===== src/fcu_regs.vh =====
`ifndef FCU_REGS_VH
`define FCU_REGS_VH
// register indices (printed offsets are not all multiples of four,
// so the printed offset is an index and the byte address is index * 4)
`define FCU_IDX_CONTROL      2'h0
`define FCU_IDX_CONFIG       2'h1
`define FCU_IDX_STATUS       2'h2
// scan_control fields
`define FCU_CTL_ENABLE       0
`define FCU_CTL_IRQEN        1
`define FCU_CTL_SELFRST      7
// scan_config fields
`define FCU_CFG_SEL_LO       0
`define FCU_CFG_MODE_LO      4
// scan_status fields
`define FCU_STA_BUSY         0
`define FCU_STA_PASS         1
// reset values
`define FCU_CONTROL_RST      8'h00
`define FCU_CONFIG_RST       8'h00
`define FCU_STATUS_RST       8'h02
// section select codes
`define FCU_SEL_FLASH        2'h0
`define FCU_SEL_BOOT_PLUS_APPLICATION      2'h1
`define FCU_SEL_BOOT         2'h2
// access mode: priority
`define FCU_MODE_PRIORITY    2'h0
// checksum
`define FCU_CRC_INIT         16'hffff
`define FCU_CRC_POLY         16'h1021
// start latency in clock cycles
`define FCU_START_DLY        2'h3
`endif


===== src/fcu_flash_check_unit.v =====
`timescale 1ns/1ps
`include "fcu_regs.vh"
module fcu_flash_check_unit
#(
   parameter AW = 16                     // flash byte address width
)
(
   input  wire          clk_i,           // 250 mhz clock
   input  wire          rst_i,           // async system reset, high
   // axi4-lite slave
   input  wire [3:0]    s_axi_awaddr,    // write address
   input  wire          s_axi_awvalid,   // write address valid
   output reg           s_axi_awready,   // write address ready
   input  wire [31:0]   s_axi_wdata,     // write data
   input  wire [3:0]    s_axi_wstrb,     // write strobes
   input  wire          s_axi_wvalid,    // write data valid
   output reg           s_axi_wready,    // write data ready
   output reg  [1:0]    s_axi_bresp,     // write response
   output reg           s_axi_bvalid,    // write response valid
   input  wire          s_axi_bready,    // write response ready
   input  wire [3:0]    s_axi_araddr,    // read address
   input  wire          s_axi_arvalid,   // read address valid
   output reg           s_axi_arready,   // read address ready
   output reg  [31:0]   s_axi_rdata,     // read data
   output reg  [1:0]    s_axi_rresp,     // read response
   output reg           s_axi_rvalid,    // read data valid
   input  wire          s_axi_rready,    // read data ready
   // flash byte port
   output reg  [AW-1:0] flash_addr_o,    // byte address
   output reg           flash_rd_o,      // read strobe
   input  wire [7:0]    flash_data_i,    // data, valid cycle after strobe
   input  wire [AW-1:0] flash_end_i,     // last byte of whole flash
   input  wire [AW-1:0] boot_end_i,      // last byte of boot section
   input  wire [AW-1:0] app_end_i,       // last byte of boot+application
   // start-up scan
   input  wire          preboot_en_i,    // pre-boot scan option fuse
   input  wire [1:0]    preboot_sel_i,   // pre-boot section select
   output reg           cpu_release_o,   // normal execution may begin
   output reg           cpu_stall_o,     // priority access halts cpu
   output reg           nmi_o            // sticky fail interrupt request
);
   localparam ST_IDLE  = 2'd0;
   localparam ST_WAIT  = 2'd1;
   localparam ST_READ  = 2'd2;
   localparam ST_DONE  = 2'd3;

   reg          enable;
   reg          irq_en;
   reg  [1:0]   mode;
   reg  [1:0]   sel;
   reg          busy;
   reg          pass;
   reg  [1:0]   state;
   reg  [1:0]   dly;
   reg  [15:0]  crc;
   reg  [15:0]  refsum;
   reg  [AW-1:0] last;
   reg          rd_q;
   reg  [AW-1:0] addr_q;
   reg          boot_phase;
   reg          boot_done;
   reg          aw_hold;
   reg          w_hold;
   reg  [3:0]   aw_q;
   reg  [31:0]  wd_q;
   reg  [3:0]   ws_q;
   wire [3:0]   next_aw;
   wire [31:0]  next_wd;
   wire [3:0]   next_ws;
   wire         wr_go;
   wire [1:0]   wr_idx;
   wire         wr_ok;
   wire [7:0]   wb;
   wire         do_selfrst;
   wire         start;
   reg  [15:0]  next_crc;
   reg  [7:0]   rd_byte;
   integer      i;

   assign next_aw = aw_hold ? aw_q : s_axi_awaddr;
   assign next_wd = w_hold ? wd_q : s_axi_wdata;
   assign next_ws = w_hold ? ws_q : s_axi_wstrb;
   // act once, in the cycle both halves are held and the response is raised
   assign wr_go   = aw_hold & w_hold & ~s_axi_bvalid;
   assign wr_idx  = next_aw[3:2];
   assign wr_ok   = wr_go & next_ws[0] & ~next_aw[1] & ~next_aw[0];
   assign wb      = next_wd[7:0];

   wire ctl_wr = wr_ok & (wr_idx == `FCU_IDX_CONTROL) & ~nmi_o;
   wire cfg_wr = wr_ok & (wr_idx == `FCU_IDX_CONFIG) & ~busy
                 & ~nmi_o;
   assign do_selfrst = ctl_wr & wb[`FCU_CTL_SELFRST]
                       & (~irq_en | ~busy);
   assign start = ctl_wr & wb[`FCU_CTL_ENABLE] & ~do_selfrst;

   // msb first through the ccitt shift register
   always @*
   begin
      next_crc = crc;
      for (i = 7; i >= 0; i = i - 1)
      begin
         if (next_crc[15] ^ flash_data_i[i])
            next_crc = {next_crc[14:0], 1'b0} ^ `FCU_CRC_POLY;
         else
            next_crc = {next_crc[14:0], 1'b0};
      end
   end

   // axi write channel
   always @(posedge clk_i or posedge rst_i)
   begin
      if (rst_i)
      begin
         aw_hold       <= 1'b0;
         w_hold        <= 1'b0;
         aw_q          <= 4'h0;
         wd_q          <= 32'h0;
         ws_q          <= 4'h0;
         s_axi_awready <= 1'b0;
         s_axi_wready  <= 1'b0;
         s_axi_bvalid  <= 1'b0;
         s_axi_bresp   <= 2'h0;
      end
      else
      begin
         s_axi_awready <= ~aw_hold & ~s_axi_awready & ~s_axi_bvalid;
         s_axi_wready  <= ~w_hold & ~s_axi_wready & ~s_axi_bvalid;
         if (s_axi_awvalid & s_axi_awready)
         begin
            aw_hold <= 1'b1;
            aw_q    <= s_axi_awaddr;
         end
         if (s_axi_wvalid & s_axi_wready)
         begin
            w_hold <= 1'b1;
            wd_q   <= s_axi_wdata;
            ws_q   <= s_axi_wstrb;
         end
         if (aw_hold & w_hold & ~s_axi_bvalid)
         begin
            aw_hold      <= 1'b0;
            w_hold       <= 1'b0;
            s_axi_bvalid <= 1'b1;
            // unmapped index answers decode error
            s_axi_bresp  <= (aw_q[3:2] == 2'h3) ? 2'h3 : 2'h0;
         end
         else if (s_axi_bvalid & s_axi_bready)
            s_axi_bvalid <= 1'b0;
      end
   end

   // axi read channel
   always @(posedge clk_i or posedge rst_i)
   begin
      if (rst_i)
      begin
         s_axi_arready <= 1'b0;
         s_axi_rvalid  <= 1'b0;
         s_axi_rdata   <= 32'h0;
         s_axi_rresp   <= 2'h0;
      end
      else
      begin
         s_axi_arready <= ~s_axi_arready & ~s_axi_rvalid;
         if (s_axi_arvalid & s_axi_arready)
         begin
            s_axi_rvalid <= 1'b1;
            s_axi_rresp  <= 2'h0;
            case (s_axi_araddr[3:2])
               `FCU_IDX_CONTROL:
                  s_axi_rdata <= {30'h0, irq_en, enable};
               `FCU_IDX_CONFIG:
                  s_axi_rdata <= {26'h0, mode, 2'h0, sel};
               `FCU_IDX_STATUS:
                  s_axi_rdata <= {30'h0, pass, busy};
               default:
               begin
                  s_axi_rdata <= 32'h0;
                  s_axi_rresp <= 2'h3;
               end
            endcase
         end
         else if (s_axi_rvalid & s_axi_rready)
            s_axi_rvalid <= 1'b0;
      end
   end

   // registers and scan engine
   always @(posedge clk_i or posedge rst_i)
   begin
      if (rst_i)
      begin
         enable        <= 1'b0;
         irq_en        <= 1'b0;
         mode          <= 2'h0;
         sel           <= 2'h0;
         busy          <= 1'b0;
         pass          <= 1'b1;
         nmi_o         <= 1'b0;
         state         <= ST_IDLE;
         dly           <= 2'h0;
         crc           <= `FCU_CRC_INIT;
         refsum        <= 16'h0;
         last          <= {AW{1'b0}};
         rd_q          <= 1'b0;
         addr_q        <= {AW{1'b0}};
         flash_addr_o  <= {AW{1'b0}};
         flash_rd_o    <= 1'b0;
         boot_phase    <= 1'b1;
         boot_done     <= 1'b0;
         cpu_release_o <= 1'b0;
         cpu_stall_o   <= 1'b0;
      end
      else
      begin
         flash_rd_o <= 1'b0;
         rd_q       <= flash_rd_o;
         addr_q     <= flash_addr_o;
         // start-up scan, caught after reset release
         if (boot_phase & ~boot_done)
         begin
            boot_done <= 1'b1;
            if (preboot_en_i)
            begin
               sel    <= preboot_sel_i;
               mode   <= 2'h1;
               enable <= 1'b1;
               busy   <= 1'b1;
               state  <= ST_WAIT;
               dly    <= 2'h0;
            end
            else
            begin
               boot_phase    <= 1'b0;
               cpu_release_o <= 1'b1;
            end
         end
         if (cfg_wr)
         begin
            mode <= wb[`FCU_CFG_MODE_LO +: 2];
            sel  <= wb[`FCU_CFG_SEL_LO +: 2];
         end
         if (ctl_wr & wb[`FCU_CTL_IRQEN] & ~busy)
            irq_en <= 1'b1;
         if (start)
         begin
            enable <= 1'b1;
            busy   <= 1'b1;
            state  <= ST_WAIT;
            dly    <= 2'h0;
         end
         case (state)
            ST_IDLE:
               cpu_stall_o <= 1'b0;
            ST_WAIT:
            begin
               // scan begins three cycles after the enable write
               dly <= dly + 2'h1;
               if (dly == `FCU_START_DLY - 2'h1)
               begin
                  state        <= ST_READ;
                  cpu_stall_o  <= (mode == `FCU_MODE_PRIORITY);
                  crc          <= `FCU_CRC_INIT;
                  flash_addr_o <= {AW{1'b0}};
                  flash_rd_o   <= 1'b1;
                  case (sel)
                     `FCU_SEL_BOOT_PLUS_APPLICATION: last <= app_end_i;
                     `FCU_SEL_BOOT:    last <= boot_end_i;
                     default:          last <= flash_end_i;
                  endcase
               end
            end
            ST_READ:
            begin
               if (flash_rd_o & (flash_addr_o != last))
               begin
                  flash_addr_o <= flash_addr_o + {{(AW-1){1'b0}}, 1'b1};
                  flash_rd_o   <= 1'b1;
               end
               if (rd_q)
               begin
                  // checksum bytes are kept apart and not folded into the crc
                  if (addr_q == last - {{(AW-2){1'b0}}, 2'h1})
                     refsum[15:8] <= flash_data_i;
                  else if (addr_q == last)
                     refsum[7:0]  <= flash_data_i;
                  if (addr_q + {{(AW-2){1'b0}}, 2'h2} <= last)
                     crc <= next_crc;
                  if (addr_q == last)
                     state <= ST_DONE;
               end
            end
            ST_DONE:
            begin
               state <= ST_IDLE;
               busy  <= 1'b0;
               pass  <= (crc == refsum);
               if ((crc != refsum) & irq_en)
                  nmi_o <= 1'b1;
               if (boot_phase)
               begin
                  boot_phase    <= 1'b0;
                  // a failed start-up scan keeps the cpu held
                  cpu_release_o <= (crc == refsum);
               end
            end
            default:
               state <= ST_IDLE;
         endcase
         if (do_selfrst)
         begin
            // abandons a scan only while irq enable is clear (else ignored when busy); irq enable survives
            enable      <= 1'b0;
            mode        <= 2'h0;
            sel         <= 2'h0;
            busy        <= 1'b0;
            pass        <= 1'b0;
            state       <= ST_IDLE;
            cpu_stall_o <= 1'b0;
            flash_rd_o  <= 1'b0;
         end
      end
   end
endmodule


===== config.mk =====
export PLATFORM = sky130hd
export DESIGN_NAME = fcu_flash_check_unit
export DESIGN_NICKNAME = d
export VERILOG_FILES = /design/src/fcu_flash_check_unit.v
export VERILOG_INCLUDE_DIRS = /design/src
export SDC_FILE = /design/constraint.sdc
export NUM_CORES = 1
export LEC_CHECK = 0
export BUFFER_PORTS_ARGS = -buffer_cell sky130_fd_sc_hd__buf_2
export CAP_MARGIN = 10
export CORE_ASPECT_RATIO = 0.5
export CORE_MARGIN = 3
export CORE_UTILIZATION = 51
export CTS_CLUSTER_DIAMETER = 80
export DETAILED_ROUTE_END_ITERATION = 6
export PLACE_DENSITY = 0.81
export SLEW_MARGIN = 20
export SYNTH_ARGS = -nofsm -noshare
export SYNTH_HDL_FRONTEND = slang
export SYNTH_SLANG_ARGS = --single-unit

===== constraint.sdc =====
create_clock -name clk_i -period 5.3 [get_ports clk_i]
set_clock_uncertainty 0.05 [all_clocks]
set_input_delay 0.265 -clock clk_i [delete_from_list [all_inputs] [get_ports clk_i]]
set_output_delay 0.265 -clock clk_i [all_outputs]
set_load 0.01 [all_outputs]

==> results of run 1 <==
-- stage by stage --
step / instance area, um2 / power (mW)
floorplan: 7240 / 2.63
global placement: 7680 / 2.92
detailed placement: 7680 / 2.99
CTS: 8340 / 4.28
global route: 8340 / 4.54
finish: 8340 / 4.28
-- state kept, by name, indices dropped and copies added (netlist names), 2 cells and up --
| signal | count |
|---|---|
| refsum | 16 |
| flash_addr_o | 16 |
| sel | 2 |
| last | 16 |
| dly | 2 |
| aw_q | 4 |
| s_axi_rdata | 4 |
| state | 2 |
| addr_q | 16 |
| crc | 16 |
| mode | 2 |
| wd_q | 5 |
-- metal layers --
layer | share of wire | wire, um | vias to the layer above | track usage
li1 | - | - | 2676 | -
met1 | 0.43 | 7270 | 2755 | 0.272
met2 | 0.49 | 8360 | 209 | 0.394
met3 | 0.057 | 978 | 41 | 0.0491
met4 | 0.025 | 418 | 0 | 0.0963
met5 | 0 | 0 | - | 0
-- placed cells by master, fill, tap and decap left out, drive strengths merged, types with 15 or more instances in the layout --
| cell | count |
|---|---|
| xnor2 | 74 |
| nand4 | 22 |
| a21oi | 34 |
| a22oi | 17 |
| nor2 | 57 |
| nand3 | 18 |
| dfstp | 18 |
| buf | 112 |
| o21ai | 36 |
| xor2 | 29 |
| ha | 26 |
| mux2 | 31 |
| inv | 39 |
| conb | 28 |
| o22a | 15 |
| nand2 | 50 |
| dfrtp | 104 |
| clkbuf | 20 |
-- cell usage after synthesis, drive strengths merged (2+ instances only) --
master / count
dfrtp: 104
xnor2: 74
nor2: 57
nand2: 50
inv: 39
o21ai: 36
buf: 35
a21oi: 34
mux2: 31
xor2: 29
ha: 26
nand4: 22
clkbuf: 21
dfstp: 18
nand3: 18
a22oi: 17
o22a: 15
nor3: 12
mux2i: 9
and3: 7
nor4: 7
o31ai: 7
a21o: 6
a211oi: 5
or3: 5
a31oi: 4
nand4b: 3
nor2b: 3
o211ai: 3
a22o: 2
and2: 2
nand3b: 2
nor3b: 2
o41a: 2
or2: 2
-- critical path: stages, from the launching register on --
cell and delay, ps:
dfrtp_1 470, ha_1 250, nand3_1 220, nor2_1 240, nand3_1 110, xnor2_1 140, ha_1 300, nand4_1 160
nor4_1 400, nor3_1 80, o31ai_1 80, o211ai_1 280, or3_1 640, o22a_1 300
-- worst min-delay path by stage --
stage | from | endpoint | slack (ps) | cells past startpoint
floorplan | s_axi_bready | s_axi_bvalid$_DFFE_PP0P_ | 310 | 1
global placement | s_axi_arready$_DFF_PP0_ | s_axi_arready$_DFF_PP0_ | 380 | 1
detailed placement | rst_i | aw_q[1]$_DFFE_PP0P_ | 390 | 2
CTS | s_axi_rready | s_axi_rvalid$_DFFE_PP0P_ | 4 | 2
global route | s_axi_rready | s_axi_rvalid$_DFFE_PP0P_ | 0.2 | 2
finish | s_axi_wstrb[0] | ws_q[0]$_DFFE_PP0P_ | 30 | 2
-- cell type report --
class	count	area, um2
Fill cell	1018	4830
Sequential cell	122	3080
Multi-Input combinational cell	532	3650
Clock inverter	12	196
Clock buffer	20	447
Timing Repair Buffer	114	586
Inverter	39	149
Tap cell	186	233
-- power groups by stage --
| stage | Sequential, mW | Clock, mW | Combinational [mW] |
|---|---|---|---|
| finish | 1.50 | 1.25 | 1.52 |
| global route | 1.54 | 1.31 | 1.70 |
| CTS | 1.50 | 1.26 | 1.52 |
| detailed placement | 1.51 | 0 | 1.49 |
| global placement | 1.49 | 0 | 1.43 |
| floorplan | 1.39 | 0 | 1.24 |
-- cell families (layout without fill, tap and decap cells) --
logic type / after synthesis / in the layout / share of synthesized area
and+or+nand+nor: 196 / 196 / 0.135
muxes: 40 / 40 / 0.0615
AOI/OAI and AO/OA: 139 / 139 / 0.129
other: 1 / 28 / 0.000525
buffers and inverters: 95 / 185 / 0.0718
adders and majority gates: 26 / 26 / 0.0455
xor gates and xnor gates: 103 / 103 / 0.126
DFF: 122 / 122 / 0.431
==> impl_metrics.json, run 1 <==
{
  "outcome": "complete, no violations",
  "die_x_um": 173,
  "regToRegSetupSlack_ps": 1490,
  "grtUsageTotal": 0.223,
  "firstDrtPassIters": 5,
  "numCtsBuffers": 17,
  "setup_violations": 0,
  "fin_ws_ps": 1490,
  "ys_ff_latch": 122,
  "rsz0062_at_grt": "no",
  "holdWs_ps": 25.8,
  "place_worst_setup_slack_ps": 1580,
  "clk_pin_slew_worst_paths_ps": 60,
  "synth_cell_type_count": 53,
  "worst_pin_slew_ps": 967,
  "remaining_drc_errors": 0,
  "slew_headroom": 0.354,
  "io_pins": 171,
  "powerDensity_nw_per_um2": 513,
  "grt_pass1_vias": 5600,
  "synthCells": 722,
  "synth_warnings": 0,
  "maxCapViolations": 0,
  "swShare": 0.371,
  "period_needed_ps": 3810,
  "timing.final.crit_share": 0.719,
  "crit_arrival_ps": 4100,
  "netlist_area_um2": 7140,
  "drt_iter0_markers": 334,
  "rr_startpoint": "addr_q[2]$_DFF_PP0_",
  "hold_violations": 0,
  "timing.final.max_slew_violations": 0,
  "p_int_mw": 2.69,
  "ir_worst_vdd_mv": 0.290,
  "leakagePower_nw": 3.88,
  "dieArea_um2": 15500,
  "post-route-util": 0.633,
  "htree_levels": 4,
  "fin_tns_setup_ps": 0,
  "floorplan.initialDensity": 0.542,
  "startpoint": "addr_q[2]$_DFF_PP0_",
  "ant_nets": 0,
  "syn_area_per_cell_um2": 9.89,
  "required_ps": 5590,
  "yosysTopAreaCellShare": 0.364,
  "dr_total_vias": 5681,
  "min_path_type": "in -> reg",
  "critical_path_class": "reg -> reg",
  "hpwl_um": 12200,
  "power.switching_mw": 1.59,
  "cts_hold_buf": 2,
  "post-cts-setup-buffers": 0,
  "p_seq_frac": 0.351,
  "via_per_inst": 5.54,
  "coreArea_um2": 13200,
  "power_frac_comb": 0.356,
  "cts_root_buffer": "clkbuf_16",
  "place_congestion": 0.962,
  "dp.cells": 991,
  "clock-sinks": 122,
  "cts_resized": 0,
  "drt-total-wl_um": 17000,
  "clock.fmax_mhz": 263,
  "ys.flop_type": "dfrtp_1",
  "worstRegToRegCells": 13,
  "seq_area_frac_synth": 0.431,
  "instances_no_fill": 1025,
  "grt_pass1_wl_um": 27500,
  "rows": 29,
  "antenna_found_initial": 0,
  "antenna_cells": 0,
  "yosysTopAreaCell": "dfrtp_1",
  "cp-endpoint": "crc[4]$_DFFE_PP1P_",
  "end_kind": "register",
  "critPathLaunchType": "register",
  "die_y_um": 89.7,
  "wire_per_inst_um": 16.6,
  "ys_top_cells_by_area": "dfrtp_1 36%, xnor2_1 9.1%, dfstp_2 6.6%",
  "pwr-share-clk": 0.293,
  "insertion_delay_ps": 420,
  "async_reset_ff_frac": 1.00,
  "synthToLayoutAreaGrowth_pct": 16.8,
  "fin_nets": 962,
  "crit_path_max_fanout": 15,
  "r2r_end": "crc[4]$_DFFE_PP1P_",
  "cts_tree": "yes",
  "synth_edf_count": 0,
  "port_buffers": 110,
  "grt_overflow": 0,
  "grt_start_max_net_pins": 63,
  "clockBufferDepth": 2,
  "drive_gt1_frac": 0.238
}
Note: power is estimated with default switching activity, not from simulation.
==> inputs of run 2 (changes only) <==
--- a/config.mk
+++ b/config.mk
@@ -6,6 +6,7 @@
 export SDC_FILE = /design/constraint.sdc
 export NUM_CORES = 1
 export LEC_CHECK = 0
+export ABC_AREA = 1
 export BUFFER_PORTS_ARGS = -buffer_cell sky130_fd_sc_hd__buf_2
 export CAP_MARGIN = 10
 export CORE_ASPECT_RATIO = 0.5
@@ -13,7 +14,7 @@
 export CORE_UTILIZATION = 51
 export CTS_CLUSTER_DIAMETER = 80
 export DETAILED_ROUTE_END_ITERATION = 6
-export PLACE_DENSITY = 0.81
+export PLACE_DENSITY = 0.79
 export SLEW_MARGIN = 20
 export SYNTH_ARGS = -nofsm -noshare
 export SYNTH_HDL_FRONTEND = slang
==> constraint.sdc (replaced) <==
create_clock -name clk_i -period 3.6 [get_ports clk_i]
set_clock_uncertainty 0.05 [all_clocks]
set_input_delay 0.18 -clock clk_i [delete_from_list [all_inputs] [get_ports clk_i]]
set_output_delay 0.18 -clock clk_i [all_outputs]
set_load 0.01 [all_outputs]
==> run 2 against run 1 <==
- first-iteration DRC count grew 54%
- maximum frequency increased by 17%
- synthesized cell count increased by 47%
- wire length is 19% higher
- core utilization shrank 0.70 points
==> impl_metrics.json, run 2 <==
{
  "synthCells": 1060,
  "coreArea_um2": 14900,
  "clk_pin_slew_worst_paths_ps": 60,
  "die_y_um": 94.3,
  "via_per_inst": 5.16,
  "synthToLayoutAreaGrowth_pct": 17.0,
  "cts_hold_buf": 12,
  "drt-total-wl_um": 20300,
  "seqCellArea_um2": 3080,
  "place_area_um2": 8580,
  "rows": 31,
  "synth_edf_count": 0,
  "slowest_stage": "dfrtp_1",
  "instances_no_fill": 1394,
  "worstRegToRegCells": 20,
  "yosysTopAreaCell": "dfrtp_1",
  "post-route-util": 0.626,
  "fillerInstances": 1293,
  "r2r_end": "crc[10]$_DFFE_PP1P_",
  "cpPeakStageDelay_ps": 380,
  "clockBufferDepth": 2,
  "clock.fmax_mhz": 307,
  "grt_start_max_net_pins": 75,
  "holdPathStages": 3,
  "synth_common_cells": "316 x nand2_1, 130 x inv_1, 104 x dfrtp_1, 67 x nor2_1, 61 x nand3_1",
  "seq_area_frac_synth": 0.387,
  "critical_path_class": "reg -> reg",
  "io_pins": 171,
  "remaining_drc_errors": 0,
  "insertion_delay_ps": 410,
  "setup_violations": 0,
  "async_reset_ff_frac": 1.00,
  "drt_iter0_markers": 514,
  "hold_violations": 0,
  "crit_path_max_fanout": 16,
  "required_ps": 3900,
  "slew_headroom": 0.369,
  "multi_input_area_um2": 4110,
  "regToRegSetupSlack_ps": 340,
  "fin_nets": 1319,
  "final_cell_mix": "316 x nand2_1, 129 x inv_1, 110 x buf_2",
  "end_kind": "register",
  "outcome": "complete, no violations",
  "grt_pass1_vias": 7152,
  "drive_gt1_frac": 0.182,
  "dr_total_vias": 7199,
  "crit_top_cell": "nand2_1",
  "cp-endpoint": "crc[10]$_DFFE_PP1P_",
  "critPathLaunchType": "register",
  "ant_nets": 0,
  "ir_worst_vdd_mv": 0.322,
  "dieArea_um2": 17200,
  "syn_area_per_cell_um2": 7.50,
  "post-synth-top-count-cell": "nand2_1",
  "firstDrtPassIters": 5,
  "place_worst_setup_slack_ps": 445,
  "clock-sinks": 122,
  "fin_tns_setup_ps": 0,
  "rsz0062_at_grt": "no",
  "die_x_um": 183,
  "antenna_found_initial": 0,
  "period_needed_ps": 3260,
  "place_congestion": 0.921,
  "ys_ff_latch": 122,
  "holdWs_ps": 8.30,
  "cp_cell_sequence": "inv_1 -> nor3_2 -> nand4_1 -> nor2_1 -> nand3_1 -> nor2_1 -> xor2_1 -> inv_1 -> ha_1 -> nand2_1 -> inv_1 -> nand3_1 -> nor3_1 -> nand3_1 -> nand2_1 -> nand2_1 -> nand2_1 -> buf_4 -> nand2_1 -> nand2_1",
  "grtUsageTotal": 0.242,
  "timing.final.max_slew_violations": 0,
  "worst_pin_slew_ps": 947,
  "grt_overflow": 0,
  "wire_per_inst_um": 14.5,
  "ys.flop_type": "dfrtp_1",
  "numCtsBuffers": 17,
  "htree_levels": 4,
  "finalInstanceArea_um2": 9300,
  "leakagePower_nw": 4.77,
  "rr_startpoint": "addr_q[1]$_DFF_PP0_",
  "dp.cells": 1350,
  "port_buffers": 110,
  "grt_pass1_wl_um": 33600,
  "cts_root_buffer": "clkbuf_16",
  "crit_arrival_ps": 3560,
  "synth_warnings": 0,
  "hpwl_um": 14900,
  "startpoint": "addr_q[1]$_DFF_PP0_",
  "timing.final.crit_share": 0.904,
  "antenna_cells": 0,
  "p_total_mw": 3.84,
  "min_path_type": "in -> reg",
  "ys_top_cells_by_area": "dfrtp_1 33%, nand2_1 15%, inv_1 6.1%",
  "floorplan.initialDensity": 0.535,
  "yosysTopAreaCellShare": 0.327,
  "powerDensity_nw_per_um2": 413,
  "post-cts-setup-buffers": 0,
  "netlist_area_um2": 7950,
  "fin_ws_ps": 345,
  "cts_resized": 0,
  "final_common_cell": "nand2_1",
  "cts_tree": "yes",
  "maxCapViolations": 0,
  "synth_cell_type_count": 48
}
==> run 2: worst max-delay path: cells and delay by family, from the launching register on <==
| family | cells | cell delay (ps) |
|---|---|---|
| xor gates and xnor gates | 1 | 170 |
| and+or+nand+nor | 14 | 1890 |
| adders and majority gates | 1 | 270 |
| DFF | 1 | 380 |
| buffers and inverters | 4 | 430 |
==> run 2: logic make-up after synthesis <==
family / count (synthesis) / share of synthesized area
fa+ha+maj: 26 / 0.0409
mux: 1 / 0.00126
flops: 122 / 0.387
xor+xnor: 72 / 0.0793
buf+inv: 194 / 0.109
compound gates: 122 / 0.0921
other cells: 1 / 0.000472
simple gates: 522 / 0.290
==> run 2: layout make-up <==
type	count	share of cell area
multi-input cells	771	0.441
flip-flops and latches	122	0.331
repair buffers	128	0.0783
inverters	143	0.0580
clock buffers	20	0.0502
well taps	198	0.0266
clock inverters	12	0.0149
==> run 2: power breakdown <==
| group | total [mW] | internal (mW) | switching, mW |
|---|---|---|---|
| Combinational | 0.486 | 0.188 | 0.299 |
| Clock | 1.76 | 1.08 | 0.679 |
| Sequential | 1.59 | 1.49 | 0.0975 |
==> run 2: routing by layer <==
| metal | global-route usage | share of wire |
|---|---|---|
| met2 | 0.418 | 0.48 |
| met3 | 0.0425 | 0.053 |
| met5 | 0 | 0 |
| met4 | 0.0861 | 0.019 |
| met1 | 0.310 | 0.44 |
==> run 2: worst min path at each step <==
stage / startpoint / end / slack [ps]
after floorplan: s_axi_bready / s_axi_bvalid$_DFFE_PP0P_ / 230
after global placement: s_axi_bready / s_axi_bvalid$_DFFE_PP0P_ / 310
after detailed placement: s_axi_bready / s_axi_bvalid$_DFFE_PP0P_ / 320
after CTS: s_axi_wdata[4] / wd_q[4]$_DFFE_PP0P_ / 0.7
after global routing: flash_data_i[5] / refsum[5]$_DFFE_PP0P_ / 2
final: s_axi_wdata[0] / wd_q[0]$_DFFE_PP0P_ / 8
==> inputs of run 3 (changes only) <==
==> constraint.sdc (replaced) <==
create_clock -name clk_i -period 3.1 [get_ports clk_i]
set_clock_uncertainty 0.05 [all_clocks]
set_input_delay 0.155 -clock clk_i [delete_from_list [all_inputs] [get_ports clk_i]]
set_output_delay 0.155 -clock clk_i [all_outputs]
set_load 0.01 [all_outputs]
==> run 3 against run 2 <==
- via count increased by 2.5%
- sequential power increased by 16%
- critical path depth stayed put
- sequential cell count is the same
- register-to-register slack got worse by 340 ps
- cell count up 1.3%
- non-clock buffer count is 18 higher
- combinational power up 18%
- count of clock-buffer cells in the layout down 1
- largest cell class unchanged
- largest power group unchanged
- highest routed layer unchanged
==> impl_metrics.json, run 3 (synthesized netlist as in run 2, its figures left out) <==
{
  "outcome": "complete, no violations",
  "power_frac_comb": 0.133,
  "firstDrtPassIters": 5,
  "io_pins": 171,
  "dieArea_um2": 17200,
  "setup_violations": 0,
  "die_y_um": 94.3,
  "fillerInstances": 1252,
  "via_per_inst": 5.23,
  "crit_path_max_fanout": 16,
  "clock.fmax_mhz": 323,
  "htree_levels": 4,
  "remaining_drc_errors": 0,
  "antenna_found_initial": 0,
  "grt_start_max_net_pins": 90,
  "dr_total_vias": 7378,
  "multi_input_area_um2": 4190,
  "power.switching_mw": 1.24,
  "powerDensity_nw_per_um2": 452,
  "port_buffers": 110,
  "coreArea_um2": 14900,
  "ant_nets": 0,
  "p_total_mw": 4.30,
  "cts_tree": "yes",
  "holdWs_ps": 11.1,
  "numCtsBuffers": 17,
  "critical_path_class": "reg -> reg",
  "timing.final.max_slew_violations": 0,
  "fin_ws_ps": 3.80,
  "timing.final.crit_share": 0.999,
  "final_common_cell": "nand2_1",
  "p_seq_frac": 0.431,
  "clock-sinks": 122,
  "antenna_cells": 0,
  "critPathLaunchType": "register",
  "hold_violations": 0,
  "cts_root_buffer": "clkbuf_16",
  "hpwl_um": 14900,
  "leakagePower_nw": 4.86,
  "worst_pin_slew_ps": 870,
  "drt-total-wl_um": 20600,
  "rows": 31,
  "min_path_type": "in -> reg",
  "grt_pass1_wl_um": 33700,
  "fin_tns_setup_ps": 0,
  "rsz0062_at_grt": "yes",
  "crit_arrival_ps": 3400,
  "place_congestion": 0.956,
  "synthToLayoutAreaGrowth_pct": 19.7,
  "die_x_um": 183,
  "dp.cells": 1353,
  "place_worst_setup_slack_ps": -36.8,
  "p_int_mw": 3.07,
  "required_ps": 3400,
  "floorplan.initialDensity": 0.535,
  "end_kind": "register",
  "drive_gt1_frac": 0.199,
  "wire_per_inst_um": 14.6,
  "slew_headroom": 0.420,
  "clk_pin_slew_worst_paths_ps": 60,
  "instances_no_fill": 1412,
  "ir_worst_vdd_mv": 0.362,
  "seqCellArea_um2": 3080,
  "pwr-share-clk": 0.436,
  "final_cell_mix": "312 x nand2_1, 128 x inv_1, 110 x buf_2",
  "drt_iter0_markers": 516,
  "grt_overflow": 0,
  "period_needed_ps": 3100,
  "clockBufferDepth": 2,
  "insertion_delay_ps": 410,
  "swShare": 0.287,
  "grtUsageTotal": 0.242,
  "maxCapViolations": 0,
  "fin_nets": 1337,
  "grt_pass1_vias": 7121
}
[run 3: cell types whose count changed in the layout (fill, tap and decap cells not counted), sizes merged]
cell         previous run  this run
buf                   116       126
clkinv                  7        11
inv                   142       141
dlygate4sd3            12        19
clkinvlp                4         3
bufinv                  2         1
[run 3: per-layer routing]
metal,vias to the layer above,GRT usage,part of all wire
li1,3603,-,-
met1,3522,0.308,0.44
met2,221,0.426,0.49
met3,32,0.0464,0.053
met4,0,0.0614,0.015
met5,-,0,0
[run 3: final timing paths]
kind / start / cells past startpoint / to / slack, ps
setup / recovery: addr_q[1]$_DFF_PP0_ / 20 / crc[15]$_DFFE_PP1P_ / 4
hold reg to reg: s_axi_wready$_DFF_PP0_ / 1 / s_axi_wready$_DFF_PP0_ / 410
min in group asynchronous: rst_i / 3 / s_axi_rvalid$_DFFE_PP0P_ / 370
hold / removal: s_axi_awvalid / 4 / aw_q[0]$_DFFE_PP0P_ / 10
max in group asynchronous: rst_i / 4 / crc[6]$_DFFE_PP1P_ / 1710
setup reg to reg: addr_q[1]$_DFF_PP0_ / 20 / crc[15]$_DFFE_PP1P_ / 4
[run 3: worst max-delay path: stages, from the launching register on]
cell	delay [ps]
dfrtp_1	390
inv_1	80
nor3_2	230
nand4_1	220
nor2_2	220
nand3_2	130
nor2_2	140
xor2_1	150
inv_1	60
ha_1	260
nand2_1	60
inv_1	70
nand3_2	80
nor3_2	180
nand2_1	80
nand2_1	80
nand2_2	70
nand2_4	80
buf_6	170
nand3_1	100
nand2_1	100
[run 3: final cells by class]
| cell class | instances | share of cell area |
|---|---|---|
| clock buffers | 19 | 0.0455 |
| clock inverters | 13 | 0.0128 |
| inverters | 143 | 0.0568 |
| multi-input cells | 771 | 0.440 |
| flip-flops and latches | 122 | 0.323 |
| well taps | 198 | 0.0260 |
| repair buffers | 146 | 0.0961 |
[run 3: power groups by stage]
stage                     logic, mW  registers [mW]  clock network [mW]
after floorplan               0.370            1.87                   0
after global placement        0.531            1.87                   0
after detailed placement      0.554            1.87                   0
after CTS                     0.576            1.85                1.89
after global routing          0.656            1.87                1.97
final                         0.572            1.85                1.88
[run 3: through the flow]
step	utilization	cell area (um2)
global placement	0.580	8610
finish	0.641	9520
global route	0.641	9520
floorplan	-	8060
detailed placement	0.580	8610
CTS	0.632	9380
[run 3: timing repair]
item                                   4_1_cts  5_1_grt
hold buffers                                19        0
endpoints found under the hold margin       50        0
gates resized for setup                      4       17
setup buffers                                1        6
setup endpoints to repair                   16       16
pin swaps                                    1       11
cloned                                       0        1
